<file path="src/dps_pkg.sv">
/*
 * Shared constants, types and field layout for the dual pot serial block.
 * Assumes a single 10 MHz system clock; all pins come from outside it.
 */
package dps_pkg;

  // System clock rate and derived nonvolatile write time
  localparam int CLK_MHZ = 10;
  localparam int NV_WRITE_TIME_US = 10000;
  // Longest time, so the count never falls short
  localparam int NV_WRITE_CYCLES = NV_WRITE_TIME_US * CLK_MHZ;
  localparam int NV_CNT_W = 17;

  // Array geometry
  localparam int POTS = 2;
  localparam int PRESETS = 4;
  localparam int WIPER_W = 6;
  localparam int TAPS = 64;
  localparam logic [5:0] WIPER_MAX = 6'h3F;
  localparam logic [5:0] WIPER_MIN = 6'h00;
  localparam logic [5:0] PRESET_RESET = 6'h00;

  // Identification byte fields
  localparam int ID_TYPE_HI = 7;
  localparam int ID_TYPE_LO = 4;
  localparam int ID_ZERO_HI = 3;
  localparam int ID_ZERO_LO = 2;
  localparam int ID_ADDR_HI = 1;
  localparam int ID_ADDR_LO = 0;
  // Arbitrary device type code, not tied to any real part
  localparam logic [3:0] DEV_TYPE_DEFAULT = 4'hA;

  // Instruction byte fields
  localparam int OP_HI = 7;
  localparam int OP_LO = 4;
  localparam int REG_HI = 3;
  localparam int REG_LO = 2;
  localparam int POT_BIT = 0;

  // Bit counter end value
  localparam logic [2:0] BIT_LAST = 3'h7;

  typedef enum logic [3:0] {
    OP_GLOBAL_DR_TO_WIPER = 4'h1,
    OP_INCDEC = 4'h2,
    OP_READ_STATUS = 4'h5,
    OP_GLOBAL_WIPER_TO_DR = 4'h8,
    OP_READ_WIPER = 4'h9,
    OP_WRITE_WIPER = 4'hA,
    OP_READ_PRESET = 4'hB,
    OP_WRITE_PRESET = 4'hC,
    OP_DR_TO_WIPER = 4'hD,
    OP_WIPER_TO_DR = 4'hE
  } dps_op_e;

  typedef enum logic [2:0] {
    ST_IDLE = 3'b000,
    ST_ID = 3'b001,
    ST_INSTR = 3'b010,
    ST_WRITE = 3'b011,
    ST_READ = 3'b100,
    ST_INCDEC = 3'b101,
    ST_DONE = 3'b110,
    ST_SKIP = 3'b111
  } dps_state_e;

  // Pin group, sampled together
  typedef struct packed {
    logic cs_n;
    logic sck;
    logic si;
    logic hold_n;
    logic wp_n;
    logic [1:0] dev_sel;
  } dps_pins_s;

  localparam int PINS_W = 7;
  // Deselected, not held, not protected
  localparam logic [6:0] PINS_IDLE = 7'h4C;

  // Preset write staged until chip select rises
  typedef struct packed {
    logic valid;
    logic [1:0] pot_mask;
    logic [1:0] sel;
    logic [5:0] data0;
    logic [5:0] data1;
  } dps_stage_s;

  localparam logic [16:0] STAGE_EMPTY = 17'h00000;

endpackage

</file>
<file path="src/dps_sync.sv">
/*
 * Two flip-flop synchroniser for a group of pin inputs.
 * Assumes inputs are asynchronous to clk_in; reset is synchronous.
 */
module dps_sync #(
  parameter int W = 7,
  parameter logic [W-1:0] RST_VAL = '0
) (
  input wire logic clk_in,
  input wire logic rst_in,
  input wire logic [W-1:0] d_in,
  output logic [W-1:0] q_out
);

  logic [W-1:0] meta;

  // First stage feeds only the second stage
  always_ff @(posedge clk_in) begin
    if (rst_in) begin
      meta <= RST_VAL;
      q_out <= RST_VAL;
    end else begin
      meta <= d_in;
      q_out <= meta;
    end
  end

endmodule

</file>
<file path="src/dps_tap_decode.sv">
/*
 * One-hot tap switch decoder for one resistor array.
 * Assumes the wiper code comes from a flip-flop on the same clock.
 */
module dps_tap_decode (
  input wire logic clk_in,
  input wire logic rst_in,
  input wire logic [dps_pkg::WIPER_W-1:0] wiper_in,
  output logic [dps_pkg::TAPS-1:0] tap_en_out
);

  // Registered so no two switches overlap on a glitch
  genvar i;
  generate
    for (i = 0; i < dps_pkg::TAPS; i++) begin : g_tap
      always_ff @(posedge clk_in) begin
        if (rst_in) begin
          tap_en_out[i] <= (i == 0);
        end else begin
          tap_en_out[i] <= (wiper_in == dps_pkg::WIPER_W'(i));
        end
      end
    end
  endgenerate

endmodule

</file>
<file path="src/dps_top.sv">
/*
 * Serial control logic for a dual 64-tap digital potentiometer:
 * identification, instruction decode, wiper and preset registers,
 * nonvolatile write timing and the tap switch enables.
 * Assumes all serial pins are asynchronous and the serial clock is
 * much slower than clk_in, so its edges are found by sampling.
 */
// Notes on behaviour
// - Write-protect low blocks all preset writes
// - Serial input sampled on serial clock rise
// - Serial output driven only when returning data
// - At most one tap switch on per array
// - Wiper code decodes to one of 64 taps
// - Two independent wiper registers, one per pot
// - Write-wiper loads wiper from serial data
// - Copy instructions load wipers from chosen preset
// - Increment/decrement moves wiper one step each
// - Power-up loads wiper from preset zero
// - Four 6-bit presets per pot, read/write/exchange
// - Preset update finishes within 10 ms
// - Save starts on select rise after full write
// - Write-pending flag readable by status instruction
// - First byte after select falls is identification
// - Upper identification nibble must match type
// - Low identification bits must match address pins
// - Read bits shift out on serial clock fall
// - Deselected output floats; select fall needed first
// - Pause low while clock low freezes sequence
// - Second byte: opcode nibble, register, pot
module dps_top #(
  parameter int NV_WRITE_CYCLES = dps_pkg::NV_WRITE_CYCLES,
  parameter logic [3:0] DEV_TYPE = dps_pkg::DEV_TYPE_DEFAULT
) (
  input wire logic clk_in,
  input wire logic rst_in,
  input wire logic cs_n_in,
  input wire logic sck_in,
  input wire logic si_in,
  input wire logic hold_n_in,
  input wire logic wp_n_in,
  input wire logic [1:0] device_select_pins_in,
  output logic so_out,
  output logic so_oe_n_out,
  output logic nv_write_pending_out,
  output logic [dps_pkg::TAPS-1:0] tap_en0_out,
  output logic [dps_pkg::TAPS-1:0] tap_en1_out
);

  dps_pkg::dps_pins_s pins_raw;
  dps_pkg::dps_pins_s pins;
  dps_pkg::dps_state_e state;
  dps_pkg::dps_state_e next_state;
  dps_pkg::dps_stage_s stage;
  logic sck_q;
  logic cs_q;
  logic rise;
  logic fall;
  logic cs_fall;
  logic cs_rise;
  logic running;
  logic [2:0] bit_cnt;
  logic [7:0] in_sr;
  logic [7:0] byte_now;
  logic byte_done;
  logic [7:0] out_sr;
  logic so_bit;
  logic [3:0] opcode;
  logic [1:0] reg_sel;
  logic pot_sel;
  logic recall;
  logic nv_busy;
  logic [dps_pkg::NV_CNT_W-1:0] nv_cnt;
  logic [5:0] wiper [dps_pkg::POTS];
  logic [5:0] preset [dps_pkg::POTS][dps_pkg::PRESETS];
  logic commit;

  assign pins_raw = '{cs_n: cs_n_in, sck: sck_in, si: si_in,
    hold_n: hold_n_in, wp_n: wp_n_in, dev_sel: device_select_pins_in};

  // All pins cross into clk_in through two flops; select resets low so
  // a select already low at release is not taken for a falling edge
  dps_sync #(
    .W(dps_pkg::PINS_W),
    .RST_VAL({1'b0, dps_pkg::PINS_IDLE[dps_pkg::PINS_W-2:0]})
  ) u_sync (
    .clk_in(clk_in),
    .rst_in(rst_in),
    .d_in(pins_raw),
    .q_out(pins)
  );

  // Edge history of the synchronised clock and select
  always_ff @(posedge clk_in) begin
    if (rst_in) begin
      sck_q <= 1'b0;
      cs_q <= 1'b0;
    end else begin
      sck_q <= pins.sck;
      cs_q <= pins.cs_n;
    end
  end

  // Pause simply masks clock edges; state is kept as is
  assign running = ~pins.cs_n & pins.hold_n;
  assign rise = running & pins.sck & ~sck_q;
  assign fall = running & ~pins.sck & sck_q;
  // Select is seen low through reset, so only a real fall counts
  assign cs_fall = ~pins.cs_n & cs_q;
  assign cs_rise = pins.cs_n & ~cs_q;

  assign byte_now = {in_sr[6:0], pins.si};
  assign byte_done = rise & (bit_cnt == dps_pkg::BIT_LAST);
  assign opcode = byte_now[dps_pkg::OP_HI:dps_pkg::OP_LO];
  assign reg_sel = byte_now[dps_pkg::REG_HI:dps_pkg::REG_LO];
  assign pot_sel = byte_now[dps_pkg::POT_BIT];

  // Bit counter and input shifter, restarted at each select fall
  always_ff @(posedge clk_in) begin
    if (rst_in || cs_fall) begin
      bit_cnt <= 3'h0;
      in_sr <= 8'h00;
    end else if (rise) begin
      bit_cnt <= bit_cnt + 3'h1;
      in_sr <= byte_now;
    end
  end

  // Sequence state
  always_comb begin
    next_state = state;
    if (pins.cs_n) begin
      next_state = dps_pkg::ST_IDLE;
    end else if (cs_fall) begin
      next_state = dps_pkg::ST_ID;
    end else if (byte_done) begin
      case (state)
        dps_pkg::ST_ID: begin
          if (byte_now[dps_pkg::ID_TYPE_HI:dps_pkg::ID_TYPE_LO] == DEV_TYPE
              && byte_now[dps_pkg::ID_ADDR_HI:dps_pkg::ID_ADDR_LO]
              == pins.dev_sel) begin
            next_state = dps_pkg::ST_INSTR;
          end else begin
            next_state = dps_pkg::ST_SKIP;
          end
        end
        dps_pkg::ST_INSTR: begin
          case (opcode)
            dps_pkg::OP_READ_WIPER, dps_pkg::OP_READ_PRESET,
            dps_pkg::OP_READ_STATUS: begin
              next_state = dps_pkg::ST_READ;
            end
            dps_pkg::OP_WRITE_WIPER, dps_pkg::OP_WRITE_PRESET: begin
              next_state = dps_pkg::ST_WRITE;
            end
            dps_pkg::OP_INCDEC: begin
              next_state = dps_pkg::ST_INCDEC;
            end
            dps_pkg::OP_DR_TO_WIPER, dps_pkg::OP_WIPER_TO_DR,
            dps_pkg::OP_GLOBAL_DR_TO_WIPER,
            dps_pkg::OP_GLOBAL_WIPER_TO_DR: begin
              next_state = dps_pkg::ST_DONE;
            end
            default: begin
              next_state = dps_pkg::ST_SKIP;
            end
          endcase
        end
        dps_pkg::ST_WRITE, dps_pkg::ST_READ: begin
          next_state = dps_pkg::ST_DONE;
        end
        default: begin
          next_state = state;
        end
      endcase
    end
  end

  always_ff @(posedge clk_in) begin
    if (rst_in) begin
      state <= dps_pkg::ST_IDLE;
    end else begin
      state <= next_state;
    end
  end

  // Per-transfer register pointers, captured with the instruction
  logic [3:0] op_q;
  logic [1:0] reg_q;
  logic pot_q;
  always_ff @(posedge clk_in) begin
    if (rst_in) begin
      op_q <= 4'h0;
      reg_q <= 2'h0;
      pot_q <= 1'b0;
    end else if (byte_done && state == dps_pkg::ST_INSTR) begin
      op_q <= opcode;
      reg_q <= reg_sel;
      pot_q <= pot_sel;
    end
  end

  // Read data loaded after the instruction, shifted out on falls
  always_ff @(posedge clk_in) begin
    if (rst_in) begin
      out_sr <= 8'h00;
      so_bit <= 1'b0;
    end else if (byte_done && state == dps_pkg::ST_INSTR) begin
      if (opcode == dps_pkg::OP_READ_WIPER) begin
        out_sr <= {2'h0, wiper[pot_sel]};
      end else if (opcode == dps_pkg::OP_READ_PRESET) begin
        out_sr <= {2'h0, preset[pot_sel][reg_sel]};
      end else begin
        out_sr <= {7'h00, nv_busy};
      end
    end else if (fall && state == dps_pkg::ST_READ) begin
      so_bit <= out_sr[7];
      out_sr <= {out_sr[6:0], 1'b0};
    end
  end

  // Output floats unless a read is under way and not paused
  assign so_out = so_bit;
  assign so_oe_n_out = ~(running && state == dps_pkg::ST_READ);

  // Preset writes wait here until select rises on a full sequence
  always_ff @(posedge clk_in) begin
    if (rst_in || cs_fall) begin
      stage <= dps_pkg::STAGE_EMPTY;
    end else if (byte_done && state == dps_pkg::ST_INSTR) begin
      if (opcode == dps_pkg::OP_WIPER_TO_DR) begin
        stage.valid <= 1'b1;
        stage.pot_mask <= pot_sel ? 2'b10 : 2'b01;
        stage.sel <= reg_sel;
        stage.data0 <= wiper[0];
        stage.data1 <= wiper[1];
      end else if (opcode == dps_pkg::OP_GLOBAL_WIPER_TO_DR) begin
        stage.valid <= 1'b1;
        stage.pot_mask <= 2'b11;
        stage.sel <= reg_sel;
        stage.data0 <= wiper[0];
        stage.data1 <= wiper[1];
      end
    end else if (byte_done && state == dps_pkg::ST_WRITE &&
                 op_q == dps_pkg::OP_WRITE_PRESET) begin
      stage.valid <= 1'b1;
      stage.pot_mask <= pot_q ? 2'b10 : 2'b01;
      stage.sel <= reg_q;
      stage.data0 <= byte_now[5:0];
      stage.data1 <= byte_now[5:0];
    end
  end

  // Commit needs a full sequence, protect high and no write running
  assign commit = cs_rise && stage.valid && state == dps_pkg::ST_DONE
    && pins.wp_n && !nv_busy;

  // Write-pending timer; commit lands when the timer expires
  always_ff @(posedge clk_in) begin
    if (rst_in) begin
      nv_busy <= 1'b0;
      nv_cnt <= '0;
    end else if (commit) begin
      nv_busy <= 1'b1;
      nv_cnt <= dps_pkg::NV_CNT_W'(NV_WRITE_CYCLES - 1);
    end else if (nv_busy) begin
      if (nv_cnt == '0) begin
        nv_busy <= 1'b0;
      end else begin
        nv_cnt <= nv_cnt - 1'b1;
      end
    end
  end

  assign nv_write_pending_out = nv_busy;

  // Held copy of the committed write, applied as the timer ends
  dps_pkg::dps_stage_s nv_job;
  always_ff @(posedge clk_in) begin
    if (rst_in) begin
      nv_job <= dps_pkg::STAGE_EMPTY;
    end else if (commit) begin
      nv_job <= stage;
    end
  end

  // Preset storage; contents change only when a save completes
  genvar p;
  genvar r;
  generate
    for (p = 0; p < dps_pkg::POTS; p++) begin : g_pot
      for (r = 0; r < dps_pkg::PRESETS; r++) begin : g_reg
        always_ff @(posedge clk_in) begin
          if (rst_in) begin
            preset[p][r] <= dps_pkg::PRESET_RESET;
          end else if (nv_busy && nv_cnt == '0 && nv_job.pot_mask[p]
                       && nv_job.sel == 2'(r)) begin
            preset[p][r] <= (p == 0) ? nv_job.data0 : nv_job.data1;
          end
        end
      end
    end
  endgenerate

  // One-shot recall of preset zero just after reset release
  always_ff @(posedge clk_in) begin
    if (rst_in) begin
      recall <= 1'b1;
    end else begin
      recall <= 1'b0;
    end
  end

  // Wiper registers, one per pot, with all load paths
  generate
    for (p = 0; p < dps_pkg::POTS; p++) begin : g_wiper
      always_ff @(posedge clk_in) begin
        if (rst_in) begin
          wiper[p] <= dps_pkg::WIPER_MIN;
        end else if (recall) begin
          wiper[p] <= preset[p][0];
        end else if (byte_done && state == dps_pkg::ST_INSTR &&
                     ((opcode == dps_pkg::OP_DR_TO_WIPER &&
                       pot_sel == 1'(p)) ||
                      opcode == dps_pkg::OP_GLOBAL_DR_TO_WIPER)) begin
          wiper[p] <= preset[p][reg_sel];
        end else if (byte_done && state == dps_pkg::ST_WRITE &&
                     op_q == dps_pkg::OP_WRITE_WIPER && pot_q == 1'(p)) begin
          wiper[p] <= byte_now[5:0];
        end else if (rise && state == dps_pkg::ST_INCDEC &&
                     pot_q == 1'(p)) begin
          // Saturate at the array ends rather than wrap across it
          if (pins.si && wiper[p] != dps_pkg::WIPER_MAX) begin
            wiper[p] <= wiper[p] + 6'h01;
          end else if (!pins.si && wiper[p] != dps_pkg::WIPER_MIN) begin
            wiper[p] <= wiper[p] - 6'h01;
          end
        end
      end
    end
  endgenerate

  // Tap switch decoders, one per array
  dps_tap_decode u_tap0 (
    .clk_in(clk_in),
    .rst_in(rst_in),
    .wiper_in(wiper[0]),
    .tap_en_out(tap_en0_out)
  );

  dps_tap_decode u_tap1 (
    .clk_in(clk_in),
    .rst_in(rst_in),
    .wiper_in(wiper[1]),
    .tap_en_out(tap_en1_out)
  );

endmodule

</file>
<file path="config.mk">
export PLATFORM = sky130hd
export DESIGN_NAME = dps_top
export DESIGN_NICKNAME = d
export VERILOG_FILES = /design/src/dps_pkg.sv /design/src/dps_sync.sv /design/src/dps_tap_decode.sv /design/src/dps_top.sv
export SDC_FILE = /design/constraint.sdc
export NUM_CORES = 1
export LEC_CHECK = 0
export BUFFER_PORTS_ARGS = -buffer_cell sky130_fd_sc_hd__buf_2
export CORE_MARGIN = 2
export CORE_UTILIZATION = 58
export CTS_CLUSTER_SIZE = 28
export DETAILED_ROUTE_END_ITERATION = 10
export PLACE_DENSITY_LB_ADDON = 0.12
export SYNTH_ARGS = -nofsm -noshare
export SYNTH_HDL_FRONTEND = slang
export SYNTH_SLANG_ARGS = --single-unit
export TNS_END_PERCENT = 20
</file>
<file path="constraint.sdc">
create_clock -name clk_in -period 2.5 [get_ports clk_in]
set_input_delay 0.5 -clock clk_in [delete_from_list [all_inputs] [get_ports clk_in]]
set_output_delay 0.5 -clock clk_in [all_outputs]
set_load 0.1 [all_outputs]
</file>
* Word-level counts from Yosys, hierarchy flattened
Memories as Yosys holds them, arrays and structs flattened. A register that Yosys moved wholly into a read port is not among the register bits.
Index checks and enable logic that the tools add are counted.
** Storage, ports and cells
- Register bits :: 225
- Bits in latches :: 0
- Bits in writable memories :: 60
- Bits in read-only memories :: 48
- Bits of input ports :: 9
- Word-level logic and storage cells :: 540
- Memories :: 3
** Memory list
- (no name shown) :: words 16, bits a word 3, read ports 1, clocked after Yosys merged registers in 1, wr ports 0, RTL line dps_top.sv:147 : case (opcode)
- preset :: words 2, bits a word 24, read ports 3, clocked after Yosys merged registers in 1, wr ports 2, RTL line dps_top.sv:74 : logic [5:0] preset [dps_pkg::POTS][dps_pkg::PRESETS];
- wiper :: words 2, bits a word 6, read ports 3, clocked after Yosys merged registers in 1, wr ports 2, RTL line dps_top.sv:73 : logic [5:0] wiper [dps_pkg::POTS];
** Operators by class
- Add/subtract/negate cells :: 6
- $mul :: 0
- Divide/modulo/power cells :: 0
- Order comparisons :: 1
- Eq/ne operators :: 150
- Shift-type cells :: 0
- Muxes and demuxes :: 128
- Bitwise gates (word level) :: 36
- Reduce and logical (&&, ||, !) cells :: 62
** Operator list (count)
- $eq 6x6->1 const B :: 64
- $eq 6x5->1 const B :: 32
- $mux 6 :: 26
- $mux 17 :: 7
- $eq 6x4->1 const B :: 16
- $mux 1 :: 84
- $eq 6x3->1 const B :: 8
- $bmux 6 s2 :: 3
- $logic_and 1x1->1 :: 35
- $eq 4x4->1 const B :: 8
- $eq 6x2->1 const B :: 4
- $or 1x1->1 :: 18
- $logic_not 17->1 :: 1
- $sub 17x1->17 const B :: 1
- $mux 8 :: 2
- $add 6x1->6 const B :: 2
- $eq 3x3->1 const B :: 4
- $eq 6x1->1 const B :: 2
- $logic_not 6->1 :: 2
- $ne 6x6->1 const B :: 2
- $reduce_and 2->1 :: 6
- $reduce_bool 6->1 :: 2
- $sub 6x1->6 const B :: 2
- $not 1->1 :: 9
- other kinds (24) :: 43

* Longest topological paths before layout
Gate-level depths: netlist (run 1).
- Word-level depth :: 16
- Depth in mapped cells :: 10

* Modules after synthesis
Synthesis (run 1) repeated with hierarchy kept, for this count alone.
** Unflattened totals
- Cells, all modules :: 1112
- Area, all modules :: 11586.1 um^2
** Modules (own cells, without submodules)
- dps_top :: times used 1, cells each 763, area an instance 7673.6 um^2
- dps_tap_decode :: times used 2, cells each 160, area an instance 1764.2 um^2
- dps_sync :: times used 1, cells each 29, area an instance 384.1 um^2

* Worst setup path before layout (run 1)
OpenSTA, ideal clock, no wires.
- Kind :: register -> register
- Start point :: register state[2]
- End point :: register so_bit, in the netlist so_out
- Setup time :: 0.128 ns
- Data arrival time :: 2.568 ns
- Data required time :: 2.372 ns
- Slack :: -0.195 ns
- Stages on the path, launching flop included :: 8
- Buffers on the path :: 2
- Clock period less this slack :: 2.695 ns
- Cells stage by stage :: dfxtp_1 > buf_2 > nor3b_1 > nand3_1 > nor3b_1 > clkbuf_1 > mux2i_1 > nor2_1
** Between the ends
- Longest elaborated chain between the ends :: 4
- Elaborated cells between the ends (all ways) :: 6
- Classes of those cells :: eq/ne: 2; bitwise: 1; reduce/logical: 3
** Ends and longest elaborated chain
- from (decl) :: RTL line dps_top.sv:51 : dps_pkg::dps_state_e state;
- from (signal assigned) :: RTL line dps_top.sv:180 : state <= dps_pkg::ST_IDLE;
- from (signal assigned) :: RTL line dps_top.sv:182 : state <= next_state;
- $eq 3x2->1 :: RTL line dps_top.sv:207 : end else if (byte_done && state == dps_pkg::ST_INSTR) begin
- $logic_and 1x1->1 :: RTL line dps_top.sv:207
- $not 1->1 (no source line)
- $reduce_and 2->1 (no source line) (*)
- to (signal assigned) :: RTL line dps_top.sv:216 : so_bit <= out_sr[7];
- to (decl) :: RTL line dps_top.sv:66 : logic so_bit;
Mark *: on every way between the ends. The rest lies on a longest branch, timed or not.
A chain may end at the register's enable or synchronous reset.

==> results_dict.tcl, run 1 <==
set metrics [dict create \
    fin_crit_ns 2.41 \
    cp_data_required_time_ns 2.90 \
    grt_pass1_vias 8185 \
    final_area_mm2 0.0137 \
    cp_num_buf_inv 1 \
    synth_top_area_share_pct 40.3 \
    root_buffer "clkbuf_16" \
    clk_latency_ns 0.53 \
    cts_resized 0 \
    syn_nets 1174 \
    grt_setup_unrepaired "yes" \
    final_cell_count_no_fill 1609 \
    setup_viol 0 \
    avgSynthCellArea_um2 9.87 \
    worstReg2RegStart "nv_cnt[0]" \
    crit_path_start_kind "register" \
    power_density_mw_per_mm2 740 \
    worst_slew_pin_slew_ns 0.679 \
    cts_max_level 1 \
    die_area_mm2 0.0206 \
    switchingPower_mw 2.18 \
    fmax_mhz 415 \
    clock_skew_ns 0.00724 \
    viasPerCell 5.53 \
    start_util_pct 58.5 \
    gp_congestion 0.941 \
    die-height_um 144 \
    mostFrequentLayoutCell "dfxtp_1" \
    dr.pass1.iters 5 \
    ys_async_sr_fraction_pct 0 \
    total_power_mw 10.2 \
    ys_seq_elements 288 \
    drc_errors 0 \
    comb_power_share_pct 5.3 \
    critPathKind "register to register" \
    synth_cell_type_count 76 \
    cts_made_buffers 28 \
    ys_warn_count 0 \
    min_period_over_period_pct 96.4 \
    wl_um 27700 \
    grt_max_degree 63 \
    dpl_cell_area_mm2 0.0127 \
    clkTransAtPathRegs_ns 0.06 \
    synth-edff-count 60 \
    synth_area_mm2 0.0113 \
    synth.area.top_cells "dfxtp_1 (40%), edfxtp_1 (16%), nor2_1 (6.6%)" \
    dp_cells 1559 \
    hold_ws_ns 0.147 \
    cts_tree "done" \
    antenna_cells 0 \
    endpoint_kind "register" \
    status "completed" \
    vias 8900 \
    core_mm2 0.0193 \
    antenna_found_initial 0 \
    drtIter0Drc 611 \
    internal_power_mw 7.98 \
    postRouteAntennaNets 0 \
    hold_viol_final 0 \
    path_cells "inv_1 > ha_1 > or4b_2 > nor3_1 > nand4bb_2 > nor2_1 > and2_1" \
    synth_top_area_cell "dfxtp_1" \
    cp_slowest_stage_delay_ns 0.58 \
    numPortBuffers 139 \
    areaGrowthSynthToFinish_pct 21.4 \
    clock_sinks 288 \
    die_w_um 144 \
    r2r_setup_slack_ns 0.09 \
    layout_common_cells "dfxtp_1 (228), nor2_1 (198), nand2_1 (155)" \
    cp_top_family "simple AND/OR/NAND/NOR gates" \
    hold_path_class "primary input to register" \
    rows 51 \
    drive_gt1_share_pct 22.7 \
    p_sw_share_pct 21.5 \
    crit_start "nv_cnt[0]" \
    post-dp-hpwl_um 19900 \
    reg2reg_to "preset[1][3]" \
    cp_max_fo 6 \
    synth_cells 1147 \
    power_frac_clock_pct 46.9 \
    seq_area_frac_synth_pct 56.2 \
    cp_slowest_cell "or4b_2" \
    nNetsFinal 1351 \
    cp_num_cells 7 \
    ff2ff_path_depth 7 \
    drt-wirelength-per-cell_um 17.2 \
    grt_use_total_pct 26.3 \
    crit_arrival_ns 2.81 \
    maxSlewViolCount 0 \
    n_fill_cell 1471 \
    grt_pass1_wl_um 43100 \
    maxCapViolCount 0 \
    power.leakage_nw 5.44 \
    clockBufferDepth 3 \
    cts_hold_buf 0 \
    overflow 0 \
    peakVddDrop_v 0.000616 \
    cts_setup_buffers 0 \
    endpoint "preset[1][3]" \
    pin_count 140 \
    relSlewSlack_pct 54.6 \
    p_seq_share_pct 47.8 \
    ys.flop_type "dfxtp_1" \
]
## kinds of logic (layout without fill, tap and decap cells)
logic type                 Yosys count  count (layout)  share of synthesized area (%)
adders and majority gates           18              18                           1.99
DFF                                288             288                           56.2
AOI/OAI and AO/OA                  180             180                           10.3
xor gates and xnor gates            30              30                           2.32
buffers and inverters               78             275                           2.82
muxes                               32              32                           4.17
and+or+nand+nor                    521             521                           22.2
## how the worst min path moves through the flow
| stage | from | endpoint | slack [ns] | cells past startpoint |
|---|---|---|---|---|
| after floorplan | u_sync.meta[2] | u_sync.q_out[2] | 0.39 | 1 |
| after global placement | u_sync.meta[2] | u_sync.q_out[2] | 0.39 | 1 |
| after detailed placement | u_sync.meta[2] | u_sync.q_out[2] | 0.40 | 1 |
| after CTS | wp_n_in | u_sync.meta[2] | 0.13 | 2 |
| after global routing | wp_n_in | u_sync.meta[2] | 0.13 | 2 |
| final | wp_n_in | u_sync.meta[2] | 0.15 | 2 |
## registers in the layout, summed over array words and instances (netlist names), 2 cells and up, named ones only
register and count:
bit_cnt 3, in_sr 7, nv_cnt 17, nv_job 16, op_q 4, out_sr 8, preset 48, reg_q 2
stage 17, state 3, u_sync.meta 7, u_sync.q_out 7, u_tap0.tap_en_out 64, u_tap1.tap_en_out 64, wiper 12
## power groups by stage
stage | sequential [mW] | clock (mW) | combinational (mW)
after floorplan | 5.05 | 0 | 0.274
after global placement | 4.96 | 0 | 0.531
after detailed placement | 4.96 | 0 | 0.533
after CTS | 4.86 | 4.82 | 0.536
after global routing | 4.86 | 5.03 | 0.579
final | 4.86 | 4.77 | 0.542
## worst reg2reg max path: stages (launching register included)
cell,delay [ns]
dfxtp_1,0.34
inv_1,0.07
ha_1,0.18
or4b_2,0.59
nor3_1,0.30
nand4bb_2,0.30
nor2_1,0.33
and2_1,0.18
## cell usage after synthesis, drive strengths merged (3+ instances only)
cell type / count
inv: 14
xor2: 13
a211o: 3
nor3: 10
nor4: 9
nand4: 4
or4: 4
a21o: 3
a21oi: 80
nand2: 156
a211oi: 8
mux4: 12
a311oi: 8
nor2: 200
nand3: 12
nand2b: 7
nor4b: 3
ha: 18
or3: 6
mux2i: 19
o22ai: 16
dfxtp: 228
and3: 4
o21bai: 8
nor3b: 4
buf: 22
clkbuf: 42
nand4bb: 4
nand3b: 5
and2: 54
xnor2: 17
edfxtp: 60
or2: 9
a31oi: 4
o21ai: 10
a22oi: 7
a221oi: 3
nor2b: 19
## layout make-up
class                           instances  area, µm²  share of cell area [%]
Clock buffer                           37        851                    6.19
Tap cell                              265        332                    2.41
Timing Repair Buffer                  211       1260                    9.18
Multi-Input combinational cell        781       4650                    33.9
Inverter                               14       52.6                   0.382
Sequential cell                       288       6370                    46.3
Clock inverter                         13        226                    1.65
## stage by stage
step	TNS [ns]	setup WS, ns	util [%]
floorplan	0	0.154	-
global placement	0	0.202	65.4
detailed placement	0	0.0897	65.4
CTS	0	0.0741	71.0
global route	-1.06	-0.0675	71.1
finish	0	0.0902	71.1
## per-layer routing
| layer | global-route usage, % | vias to the layer above | wire, µm |
|---|---|---|---|
| met5 | 0 | - | 0 |
| met3 | 3.83 | 55 | 2100 |
| met4 | 8.57 | 0 | 752 |
| met1 | 36.0 | 4147 | 11900 |
| li1 | - | 4298 | - |
| met2 | 43.3 | 400 | 13000 |
Note: power is estimated with default switching activity, not from simulation.
==> run 2, diff against run 1 <==
- CORE_ASPECT_RATIO: not set -> 1.2
- SETUP_SLACK_MARGIN: not set -> 0.4
==> run 2 against run 1 <==
Critical path depth rose by 1; final cell count rose by 0.93%; worst hold slack got worse by 0.0017 ns; final area rose by 3.7%; sequential share of layout area fell by 1.5 points; via count rose by 1.1%; register-to-register slack improved by 0.26 ns; utilization rose by 3.9 points; total power fell by 5.6%; die area barely moved; critical endpoint is now preset[1][9]; largest cell class unchanged; highest routed layer unchanged.
==> results_dict.tcl, run 2 (same netlist as run 1, synthesis figures left out) <==
set metrics [dict create \
    drive_gt1_share_pct 28.9 \
    status "completed" \
    overflow 0 \
    maxCapViolCount 0 \
    final_util_pct 75.0 \
    crit_arrival_ns 2.40 \
    clk_latency_ns 0.53 \
    die_area_mm2 0.0207 \
    total_power_mw 9.60 \
    clock_sinks 288 \
    nNetsFinal 1374 \
    grt_pass1_vias 8616 \
    power.leakage_nw 5.57 \
    cts_tree "done" \
    start_util_pct 59.6 \
    maxSlewViolCount 0 \
    comb_power_share_pct 6.4 \
    critPathKind "register to register" \
    clockBufferDepth 3 \
    viasPerCell 5.54 \
    hold_path_class "primary input to register" \
    cts_max_level 1 \
    cpMostUsedCell "buf_6" \
    cp_slowest_cell "or3b_4" \
    grt_use_total_pct 27.1 \
    clock_skew_ns 0.00902 \
    cp_slowest_stage_delay_ns 0.40 \
    areaGrowthSynthToFinish_pct 25.9 \
    wl_um 28800 \
    numPortBuffers 139 \
    crit_path_start_kind "register" \
    grt_pass1_wl_um 45300 \
    power_frac_clock_pct 43.1 \
    n_fill_cell 1341 \
    multi_input_comb_area_mm2 0.00509 \
    drc_errors 0 \
    setup_viol 0 \
    fin_crit_ns 2.15 \
    die-height_um 157 \
    grt_setup_unrepaired "yes" \
    endpoint_kind "register" \
    cp_data_required_time_ns 2.75 \
    largestRegisters "u_tap0.tap_en_out (64), u_tap1.tap_en_out (64), preset (48)" \
    setup_tns_ns 0 \
    path_cells "inv_2 > ha_4 > or3b_4 > nor4_4 > nand4_1 > buf_6 > o21bai_4 > buf_6" \
    rows 55 \
    worst_slew_pin_slew_ns 0.673 \
    antenna_found_initial 0 \
    postRouteAntennaNets 0 \
    cts_hold_buf 0 \
    post-dp-hpwl_um 20200 \
    drtIter0Drc 726 \
    relSlewSlack_pct 55.1 \
    peakVddDrop_v 0.000578 \
    p_sw_share_pct 22.9 \
    hold_viol_final 0 \
    min_period_over_period_pct 86.0 \
    mostFrequentLayoutCell "dfxtp_1" \
    cts_made_buffers 27 \
    power_density_mw_per_mm2 674 \
    core_mm2 0.0190 \
    pin_count 140 \
    vias 8999 \
    layout_common_cells "dfxtp_1 (217), nor2_1 (190), nand2_1 (152)" \
    antenna_cells 0 \
    ff_latch_area_mm2 0.00638 \
    cp_max_fo 6 \
    gp_congestion 0.939 \
    root_buffer "clkbuf_16" \
    switchingPower_mw 2.20 \
    die_w_um 132 \
    fmax_mhz 465 \
    dr.pass1.iters 7 \
    p_seq_share_pct 50.6 \
    grt_max_degree 32 \
    internal_power_mw 7.40 \
    drt-wirelength-per-cell_um 17.7 \
    clkTransAtPathRegs_ns 0.06 \
]
## run 2: cell types whose count changed in the layout (fill, tap and decap cells not counted), moves of 7 or more
cell	before	now
a21oi_1	80	73
dfxtp_1	228	217
o21bai_4	0	8
dfxtp_2	0	11
buf_4	70	82
nor2_1	198	190
o21bai_1	8	0
buf_6	0	13
## run 2: area by class of cell
class	count	share of cell area, %
clock buffer	39	5.70
clock inverter	11	0.729
inverter	14	0.369
multi-input combinational	781	35.7
sequential	288	44.8
tap	256	2.25
timing repair buffer	235	10.4
## run 2: layer usage
layer  global-route usage [%]  wire (µm)  up-vias
met5                        0          0        -
met4                     10.7       1050        0
met3                     3.67       1640       69
met2                     48.6      14300      355
met1                     33.3      11800     4251
li1                         -          -     4324
## run 2: worst paths after layout
kind	slack, ns	cells past startpoint	startpoint	endpoint
worst max-delay path	0.35	8	nv_cnt[1]	preset[1][9]
worst min-delay path	0.15	2	wp_n_in	u_sync.meta[2]
worst max register to register	0.35	8	nv_cnt[1]	preset[1][9]
worst min register to register	0.42	1	u_sync.meta[2]	u_sync.q_out[2]
## run 2: worst max-delay path, delay by kind of cell, from the launching register on
family | cells | cell delay [ns]
buffers and inverters | 3 | 0.40
AOI/OAI and AO/OA | 1 | 0.14
DFF | 1 | 0.33
and+or+nand+nor | 3 | 0.86
adders and majority gates | 1 | 0.13
## run 2: metrics by stage
| step | hold slack [ns] | area, µm² | instances | worst slack [ns] |
|---|---|---|---|---|
| 2_1_floorplan | 0.389 | 11400 | 1147 | 0.239 |
| 3_3_place_gp | 0.395 | 12600 | 1546 | 0.153 |
| 3_5_place_dp | 0.402 | 12600 | 1546 | 0.0932 |
| 4_1_cts | 0.130 | 13800 | 1602 | 0.318 |
| 5_1_grt | 0.148 | 14200 | 1624 | 0.262 |
| 6_report | 0.145 | 14200 | 1624 | 0.350 |
## run 2: timing repair
item | 4_1_cts | 5_1_grt
pin swaps | 9 | 26
setup endpoints to repair | 137 | 156
buffers inserted | 6 | 22
gates resized for setup | 52 | 66
## run 2: power by group through the flow
stage | logic [mW] | clock network (mW) | registers, mW
floorplan | 0.278 | 0 | 5.05
global placement | 0.534 | 0 | 4.95
detailed placement | 0.538 | 0 | 4.95
CTS | 0.552 | 4.18 | 4.85
global route | 0.647 | 4.36 | 4.86
finish | 0.612 | 4.13 | 4.85
